`src/ttd_cfg.svh`:
```
`ifndef TTD_CFG_SVH
`define TTD_CFG_SVH

// width of the raw charge-transfer count
`define TTD_SIG_W        16
// per-burst reference slew limits; downward is the faster direction
`define TTD_UP_STEP      16'h0001
`define TTD_DN_STEP      16'h0008
// threshold fraction of the signal, as a right shift (bigger shift, smaller fraction)
`define TTD_SHIFT_HIGH   4'h5
`define TTD_SHIFT_MED    4'h4
`define TTD_SHIFT_LOW    4'h3
// consecutive detecting bursts needed before the output asserts
`define TTD_INTEG_COUNT  3'h4
// reset values
`define TTD_REF_RST      16'h0000
`define TTD_CNT_RST      3'h0

`endif

```
`src/ttd_pkg.sv`:
```
`include "ttd_cfg.svh"

package ttd_pkg;

  // one measurement per acquisition burst
  typedef struct packed {
    logic                 valid;
    logic [`TTD_SIG_W-1:0] level;
  } ttd_burst_s;

  // what the strap front end sees on the gain pin
  typedef struct packed {
    logic tied_a;  // strap tied to sense_terminal_a
    logic tied_b;  // strap tied to sense_terminal_b
  } ttd_strap_s;

  typedef enum logic [1:0] {
    TTD_GAIN_HIGH,
    TTD_GAIN_MED,
    TTD_GAIN_LOW
  } ttd_gain_e;

  typedef enum logic [1:0] {
    TTD_ST_STRAP,
    TTD_ST_CAL,
    TTD_ST_TRACK
  } ttd_state_e;

endpackage : ttd_pkg

```
`src/ttd_integrator.sv`:
```
`timescale 1ns/1ps
`default_nettype none
`include "ttd_cfg.svh"

module ttd_integrator (
  input  wire logic       clk,     // system clock
  input  wire logic       rst_n,   // async reset, active low
  input  wire logic       burst,   // one-cycle pulse, a burst result is ready
  input  wire logic       hit,     // that burst detected
  output logic            active,  // sensor output, registered
  output logic [2:0]      count    // consecutive detecting bursts
);
  import ttd_pkg::*;

  logic [2:0] next_count;
  logic       next_active;

  // consensus filter: climb on each hit up to four, drop to zero on any miss
  always_comb begin
    next_count  = count;
    next_active = active;
    if (burst) begin
      if (!hit) begin
        next_count = `TTD_CNT_RST;
      end else if (count != `TTD_INTEG_COUNT) begin
        next_count = count + 3'h1;
      end
      next_active = hit && (next_count == `TTD_INTEG_COUNT);
    end
  end

  always_ff @(posedge clk or negedge rst_n) begin
    if (!rst_n) begin
      count  <= `TTD_CNT_RST;
      active <= 1'b0;
    end else begin
      count  <= next_count;
      active <= next_active;
    end
  end
endmodule : ttd_integrator

`default_nettype wire

```
`src/ttd_tracker.sv`:
```
`timescale 1ns/1ps
`default_nettype none
// steps, shifts and widths shared with the integrator and the bench
`include "ttd_cfg.svh"

module ttd_tracker (
  input  wire logic                   SYS_CLK,     // 10 MHz system clock
  input  wire logic                   RST_N,       // power-on reset, async, active low
  input  wire ttd_pkg::ttd_burst_s    BURST,       // raw measurement per burst
  input  wire ttd_pkg::ttd_strap_s    GAIN_STRAP,  // gain pin strap sense
  output ttd_pkg::ttd_gain_e          GAIN_LEVEL,  // latched gain
  output logic                        READY,       // reference calibrated
  output logic [`TTD_SIG_W-1:0]       REFERENCE,   // tracked reference
  output logic                        RAW_DETECT,  // per-burst detect with hysteresis
  output logic                        TOUCH_OUT    // integrated sensor output
);
  import ttd_pkg::*;

  localparam int W = `TTD_SIG_W;

  ttd_state_e     state;
  ttd_state_e     next_state;
  ttd_gain_e      next_gain;
  logic [W-1:0]   next_ref;
  logic           next_det;
  logic           next_ready;
  logic           burst_done;
  logic           next_burst_done;

  logic [3:0]     shift;
  logic [W-1:0]   delta;
  logic [W:0]     thr;
  logic [W:0]     drop;
  logic [W:0]     sig_x;
  logic [W:0]     ref_x;
  logic [W-1:0]   diff_up;
  logic [W-1:0]   diff_dn;

  // gain acts only here, on the offset; the measurement itself is never touched
  always_comb begin
    case (GAIN_LEVEL)
      TTD_GAIN_HIGH: shift = `TTD_SHIFT_HIGH;
      TTD_GAIN_MED:  shift = `TTD_SHIFT_MED;
      TTD_GAIN_LOW:  shift = `TTD_SHIFT_LOW;
      default:       shift = `TTD_SHIFT_HIGH;
    endcase
  end

  // threshold and dropout rebuilt from the live signal and reference each burst,
  // so a drifting capacitor never leaves a stale threshold behind;
  // the sums are one bit wider than the count, so a high reference cannot wrap
  always_comb begin
    sig_x   = {1'b0, BURST.level};
    ref_x   = {1'b0, REFERENCE};
    delta   = BURST.level >> shift;
    thr     = ref_x + {1'b0, delta};
    drop    = ref_x + {2'b00, delta[W-1:1]};
    diff_up = BURST.level - REFERENCE;
    diff_dn = REFERENCE - BURST.level;
  end

  // sequencing: catch the strap, take a first reference, then track
  always_comb begin
    next_state      = state;
    next_gain       = GAIN_LEVEL;
    next_ref        = REFERENCE;
    next_det        = RAW_DETECT;
    next_ready      = READY;
    next_burst_done = 1'b0;
    case (state)
      TTD_ST_STRAP: begin
        // one look only; a re-strapped pin waits for the next power cycle
        if (GAIN_STRAP.tied_a) begin
          next_gain = TTD_GAIN_MED;
        end else if (GAIN_STRAP.tied_b) begin
          next_gain = TTD_GAIN_LOW;
        end else begin
          next_gain = TTD_GAIN_HIGH;
        end
        next_state = TTD_ST_CAL;
      end
      TTD_ST_CAL: begin
        if (BURST.valid) begin
          next_ref   = BURST.level;
          next_ready = 1'b1;
          next_state = TTD_ST_TRACK;
        end
      end
      TTD_ST_TRACK: begin
        if (BURST.valid) begin
          next_burst_done = 1'b1;
          if (RAW_DETECT) begin
            // reference held; only the dropout level can end the detection
            if (sig_x < drop) begin
              next_det = 1'b0;
            end
          end else if (sig_x > thr) begin
            next_det = 1'b1;
          end else if (BURST.level > REFERENCE) begin
            // slow upward creep so an approaching finger is not absorbed
            next_ref = (diff_up > `TTD_UP_STEP) ? REFERENCE + `TTD_UP_STEP
                                                : BURST.level;
          end else if (BURST.level < REFERENCE) begin
            // faster downward pull recovers from a removed obstruction
            next_ref = (diff_dn > `TTD_DN_STEP) ? REFERENCE - `TTD_DN_STEP
                                                : BURST.level;
          end
        end
      end
      default: begin
        next_state = TTD_ST_STRAP;
      end
    endcase
  end

  always_ff @(posedge SYS_CLK or negedge RST_N) begin
    if (!RST_N) begin
      state      <= TTD_ST_STRAP;
      GAIN_LEVEL <= TTD_GAIN_HIGH;
      REFERENCE  <= `TTD_REF_RST;
      RAW_DETECT <= 1'b0;
      READY      <= 1'b0;
      burst_done <= 1'b0;
    end else begin
      state      <= next_state;
      GAIN_LEVEL <= next_gain;
      REFERENCE  <= next_ref;
      RAW_DETECT <= next_det;
      READY      <= next_ready;
      burst_done <= next_burst_done;
    end
  end

  // consensus filter sees each burst one cycle later, after the detect flag settles
  ttd_integrator ttd_integrator_inst (
    .clk    (SYS_CLK),
    .rst_n  (RST_N),
    .burst  (burst_done),
    .hit    (RAW_DETECT),
    .active (TOUCH_OUT),
    .count  ()
  );
endmodule : ttd_tracker

`default_nettype wire

```
`config.mk`:
```
export PLATFORM = sky130hd
export DESIGN_NAME = ttd_tracker
export DESIGN_NICKNAME = d
export VERILOG_FILES = /design/src/ttd_pkg.sv /design/src/ttd_integrator.sv /design/src/ttd_tracker.sv
export VERILOG_INCLUDE_DIRS = /design/src /design/src/src
export SDC_FILE = /design/constraint.sdc
export NUM_CORES = 1
export LEC_CHECK = 0
export BUFFER_PORTS_ARGS = -buffer_cell sky130_fd_sc_hd__buf_4
export CAP_MARGIN = 20
export CORE_MARGIN = 2
export CORE_UTILIZATION = 40
export DETAILED_ROUTE_END_ITERATION = 16
export SLEW_MARGIN = 10
export SYNTH_ARGS = -nofsm -noshare
export SYNTH_HDL_FRONTEND = slang
export SYNTH_SLANG_ARGS = --single-unit
```
`constraint.sdc`:
```
create_clock -name SYS_CLK -period 5 [get_ports SYS_CLK]
set_clock_uncertainty 0.1 [all_clocks]
set_input_delay 1.5 -clock SYS_CLK [delete_from_list [all_inputs] [get_ports SYS_CLK]]
set_output_delay 1.5 -clock SYS_CLK [all_outputs]
set_load 0.01 [all_outputs]
```
Word level (Yosys, flattened, before mapping)
Index checks and enable logic that the tools add are counted.

Flip-flop bits (word level): 27. Bits in latches: 0. RAM bits: 0. ROM bits: 0. Bits of input ports: 21. Output and inout port bits: 21. Word-level logic and storage cells: 63. Memories: 0.

Add/sub/neg operators: 7. Multipliers: 0. Divide/modulo/power cells: 0. Magnitude comparators: 6. Equality and inequality tests: 11. Shift-type cells: 1. Muxes and demuxes: 22. Bitwise logic cells: 1. Reductions and logical operators: 7.

Operators by type and width (count): two-way mux 16 bit (8); one-hot mux 16 bit (2 select lines) (1); subtractor 16 bit (2); adder 16 x 15 -> 17 bit (1); adder 16 x 16 -> 17 bit (1); > comparator 16 x 17 -> 1 bit (1); less-than comparator 16 x 17 -> 1 bit (1); adder 16 x 1 -> 16 bit (second input constant) (1); > comparator 16 x 1 -> 1 bit (second input constant) (1); > comparator 16 bit (1); > comparator 16 x 4 -> 1 bit (second input constant) (1); less-than comparator 16 bit (1); >> shifter 16 x 4 -> 16 bit (1); subtractor 16 x 4 -> 16 bit (second input constant) (1); two-way mux 3 bit (3); inequality test 2 bit (second input constant) (4); two-way mux 2 bit (3); inequality test 3 bit (second input constant) (2); one-hot mux 2 bit (3 select lines) (1); one-hot mux 3 bit (2 select lines) (1); AND reduction 2 bit (3); AND reduction 6 bit (1); two-way mux 1 bit (5); == test 2 x 1 -> 1 bit (second input constant) (2); other kinds (7) (8).

Logic depth before layout (Yosys ltp)
Word-level depth: 9. Depth in mapped cells: 28. Mapped depth without buffers: 25.

By module
Synthesis repeated with hierarchy kept, for this count alone.

Cell total of the unflattened synthesis: 768. Area total of the unflattened synthesis: 5881.9 sq um.

Modules (own cells, without submodules): ttd_tracker (instances 1, cells each 743, area each 5645.4 sq um, sequential area each 575.6 sq um); ttd_integrator (instances 1, cells each 25, area each 236.5 sq um, sequential area each 100.1 sq um).

Worst setup path after synthesis
No wires, ideal clock.

Kind: input port to flip-flop. From: in BURST[4] (netlist name). To: reg REFERENCE[10]. Data arrival time: 5651 ps. Required time: 4764 ps. Path slack: -887 ps. Cell stages on the path: 26. Buffers on the path: 2. Cells stage by stage: o22a_1 o21a_1 ha_1 a21o_1 a21oi_1 o21bai_1 a31o_2 a21o_1 a21o_1 nand2b_1 a31oi_1 nor2_1 xor2_1 ha_1 and4_1 nand4_1 a21oi_1 nor4_1 a211oi_1 nor3_1 o221a_2 clkbuf_1 clkbuf_1 o21ai_0 nand2_1 o21ai_0.

Word-level cells in the longest chain between the ends: 9. Elaborated cells between the ends (all ways): 20. Classes of those cells: add/sub (3); order compare (5); eq/ne (2); shift (1); mux (8); reduce/logical (1).

RTL lines: start, declared (line ttd_tracker.sv:9) `input wire ttd_pkg::ttd_burst_s BURST,`; subtractor 16 bit (line ttd_tracker.sv:59) `diff_dn = REFERENCE - BURST.level;`; > comparator 16 x 4 -> 1 bit (no line); two-way mux 16 bit (line ttd_tracker.sv:105) `` next_ref = (diff_dn > `TTD_DN_STEP) ? REFERENCE - `TTD_DN_STEP ``; two-way mux 16 bit (line ttd_tracker.sv:103) `end else if (BURST.level < REFERENCE) begin`; two-way mux 16 bit (line ttd_tracker.sv:99) `end else if (BURST.level > REFERENCE) begin`; two-way mux 16 bit (line ttd_tracker.sv:97) `end else if (sig_x > thr) begin`; two-way mux 16 bit (line ttd_tracker.sv:92) `if (RAW_DETECT) begin`; two-way mux 16 bit (line ttd_tracker.sv:90) `if (BURST.valid) begin`; one-hot mux 16 bit (2 select lines) (line ttd_tracker.sv:70) `case (state)`; end signal, assigned (line ttd_tracker.sv:120) `` REFERENCE <= `TTD_REF_RST; ``; end signal, assigned (line ttd_tracker.sv:127) `REFERENCE <= next_ref;`; end, declared (line ttd_tracker.sv:13) `` output logic [`TTD_SIG_W-1:0] REFERENCE, ``.

Several ways; a longest one is shown, not always the timed one. The select of a mux whose other input is x is not followed. A chain may end at the register's enable or synchronous reset.

Worst setup path after layout
From: in BURST[4] (netlist name). To: reg REFERENCE[11].

The elaborated chain is that of the path after synthesis.

==> summary.md <==
| Metric | Value |
|---|---|
| Maximum buffer depth of the clock tree | `2` |
| Cells after DPL | `1159` |
| Synth cell types | `73` |
| Min cycle time layout | `5.75 ns` |
| HP Class | `flop to flop` |
| Crit-path leading delay family | `compound AO/OA/AOI/OAI gates` |
| Worst-case reg-to-reg path depth | `26` |
| First-pass GRT wire length | `33.3 mm` |
| R2R setup slack | `-0.22 ns` |
| Row cnt | `44` |
| Critical path's slowest cell | `o41a_1` |
| Vias/cell | `5.82` |
| Most frequent CP cell | `buf_4` |
| Drt total wl | `~21 mm` |
| Post-synth EDFFs | `0` |
| Relative slew margins | `50.9%` |
| Syn avg cell area | `7.48 sq um` |
| Share of the clock period used by the worst path | `115%` |
| RSZ-0062 raised after global routing | `yes` |
| CP peak stage delay | `0.35 ns` |
| Critical path depth | `26` |
| Layout cells sized above 1 | `between 20% and 30%` |
| Synth Warn # | `0` |
| Setup violations, final | `18` |
| Core area | `0.0145 sq mm` |
| CTS clk-pin slew, worst paths | `roughly 0.080 ns` |
| Met2 Use GR | `42.1%` |
| Min Hold Slack | `0.368 ns` |
| Antenna violations before repair | `0` |
| Largest net degree at the start of global routing | `28` |
| Worst-path fanout max | `10` |
| Most frequent cells in the layout | `buf_4 (225), ha_1 (96), nand2_1 (61)` |
| Gr busiest metal | `met2` |
| Io pins | `42` |
| Layout Nets | `1127` |
| Root Buffer | `clkbuf_16` |
| Ys async rst share | `100%` |
| Diodes inserted | `0` |
| Pleak | `3.85 nW` |
| Crit path kind | `primary input to flop` |
| Worst r2r src | `GAIN_LEVEL[0]` |
| Port Buffers | `just over 40` |
| Gr usage total | `between 20% and 30%` |
| Pwr Density | `812 mW/mm^2` |
| Area after DPL | `0.00759 sq mm` |
| CP arrival | `between 5 and 6 ns` |
| WHS Endpoint | `READY` |
| DRC Markers | `0` |
| Gate count after technology mapping | `790` |
| Reg2Reg Capture Point | `REFERENCE[11]` |
| Vias in the first global route | `6479` |
| Routed length per instance | `17.5 um` |
| Commonest non-fill, non-tap cell in the layout | `buf_4` |
| Crit path buf inv count | `5` |
| Drt pass-1 iters | `5` |
| ANT nets after route | `0` |
| Min-delay src | `READY` |
| Max rail drop VDD | `0.000538 V` |
| TritonCTS clock tree | `yes` |
| Top_reg_cell synth | `dfrtp_1` |
| Fmax | `~170 MHz` |
| Placer Congestion | `0.945` |
| Synthesis-stage register bit count | `27` |
| # hold bufs at CTS | `0` |
| Startpoint Class | `primary input` |
| Hold Path Cell Cnt | `1` |
| CTS H-tree depth | `1` |
| Total number of vias | `6917` |
| Final hold vios | `0` |
| Violated checks | `setup timing` |
| Die H | `126 um` |
| CTS Sinks | `27` |
| Mapped cell area | `roughly 0.0059 sq mm` |
| MaxCap Viol Count | `0` |
| Area delta synth->final | `36.2%` |
| CTS Buf Count | `3` |
| PnR Total Power | `roughly 6.5 mW` |
| Fin worst setup slack | `-0.747 ns` |
| Seq/Total Area, Yosys | `between 10% and 20%` |
| Critical Path RT | `5.06 ns` |
| Die Width | `126 um` |
| Post-DP HPWL | `about 17 mm` |
| Final Cell Area | `0.00805 sq mm` |
| 1st-iter DRT viols | `531` |
| Post-Layout Cell Count | `1188` |
| CP endpoint kind | `flop` |
| DIE AREA | `0.0158 sq mm` |
| M1 GR Usage | `between 30% and 40%` |
| Clock latency at the later pin of the worst-skew pair | `about 0.27 ns` |
| Global route overflow | `0` |
| Fin. max-slew vios | `0` |
| Starting density of the core | `40.8%` |
| Status | `complete, but fails checks` |
| Worst Tran Pin Value | `0.731 ns` |
| GR Util met3 | `under 10%` |
routing by layer:
metal	vias up	share of wire, %
li1	3391	-
met1	3240	46
met2	234	46
met3	52	4.4
met4	0	3.3
met5	-	0
synth_stat cells, types with 4 or more instances:
cell type	n	area [sq um]
nand3_1	24	120
o22ai_1	11	68.8
nor3_1	18	90.1
nor2_1	56	210
or3_1	6	37.5
nor4_1	12	75.1
a21o_1	22	165
o211ai_1	10	75.1
mux2i_1	16	160
buf_2	5	25.0
o21bai_1	7	52.6
and3_1	12	75.1
ha_1	98	1230
nand4_1	9	56.3
nor2b_1	9	56.3
o2111ai_1	5	43.8
a21oi_1	59	295
a211o_1	5	43.8
a31oi_1	14	87.6
o21ai_0	52	260
and2_1	5	31.3
o221ai_1	9	78.8
xor2_1	19	166
nand2_1	61	229
xnor2_1	26	228
o32ai_1	5	43.8
inv_1	58	218
dfrtp_1	27	676
a22oi_1	4	30.0
a221oi_1	4	35.0
a211oi_1	8	60.1
o21a_1	14	105
nand2b_1	17	106
o31ai_1	8	60.1
clkbuf_1	15	56.3
worst max path at each step:
stage,from,to
floorplan,BURST[4],REFERENCE[0]
global placement,BURST[4],REFERENCE[0]
detailed placement,BURST[4],REFERENCE[0]
CTS,BURST[4],REFERENCE[0]
global route,BURST[4],REFERENCE[0]
finish,BURST[4],REFERENCE[11]
logic make-up after synthesis:
group	count (synthesis)	synth area share (%)
muxes	17	2.90
buffers and inverters	83	5.76
xor gates and xnor gates	45	6.67
AOI/OAI and AO/OA	274	31.3
other	1	0.0635
adders and majority gates	101	21.8
DFF	27	11.4
and+or+nand+nor	242	20.1
report_power, final:
group | internal [mW] | switching (mW) | total, mW
clock | 0.109 | 0.0870 | 0.196
sequential | 0.313 | 0.150 | 0.464
combinational | 2.85 | 3.02 | 5.87
state kept, by name, summed over array words and instances, names as in the netlist:
signal and cells:
GAIN_LEVEL 2, burst_done 1, ttd_integrator_inst.active 1, RAW_DETECT 1, REFERENCE 16, READY 1
state 2, ttd_integrator_inst.count 3
worst reg2reg max path: stages (launching register included):
cell and delay, ns:
dfrtp_1 0.42, nand2b_1 0.29, o22a_1 0.26, o21a_1 0.12, ha_1 0.29, a21o_1 0.17, a21oi_2 0.16, o21bai_1 0.10
a31o_2 0.21, a21o_1 0.16, a21o_1 0.17, nand2b_1 0.09, a31oi_1 0.10, o41a_1 0.35, xnor2_1 0.14, ha_1 0.32
buf_4 0.12, buf_4 0.09, nand4_1 0.12, o31ai_2 0.25, a211oi_2 0.08, nor3_2 0.19, o221ai_1 0.14, buf_4 0.20
buf_4 0.15, a21oi_1 0.19, o21ai_1 0.09
repair_timing:
item,CTS,global route
resized for setup,44,3
gates cloned,0,0
endpoints found under the setup margin,18,18
pin swaps,32,3
setup buffers,23,4
endpoints found under the hold margin,0,0
area by class of cell:
cell class,instances,area [sq um]
clock buffer,3,75.1
clock inverter,1,7.51
timing repair buffer,230,1750
fill,1390,6430
sequential,27,676
tap,184,230
inverter,58,218
multi-input combinational,685,5090
per-stage QoR:
step                util, %  setup WS, ns  setup TNS [ns]
floorplan                 -        -0.699          -10.44
global placement       52.4         -1.07          -16.53
detailed placement     52.4         -1.23          -19.08
CTS                    55.3        -0.669           -9.69
global route           55.6        -0.959          -15.25
finish                 55.6        -0.747          -11.58
Power figures use the tool's default switching activity.
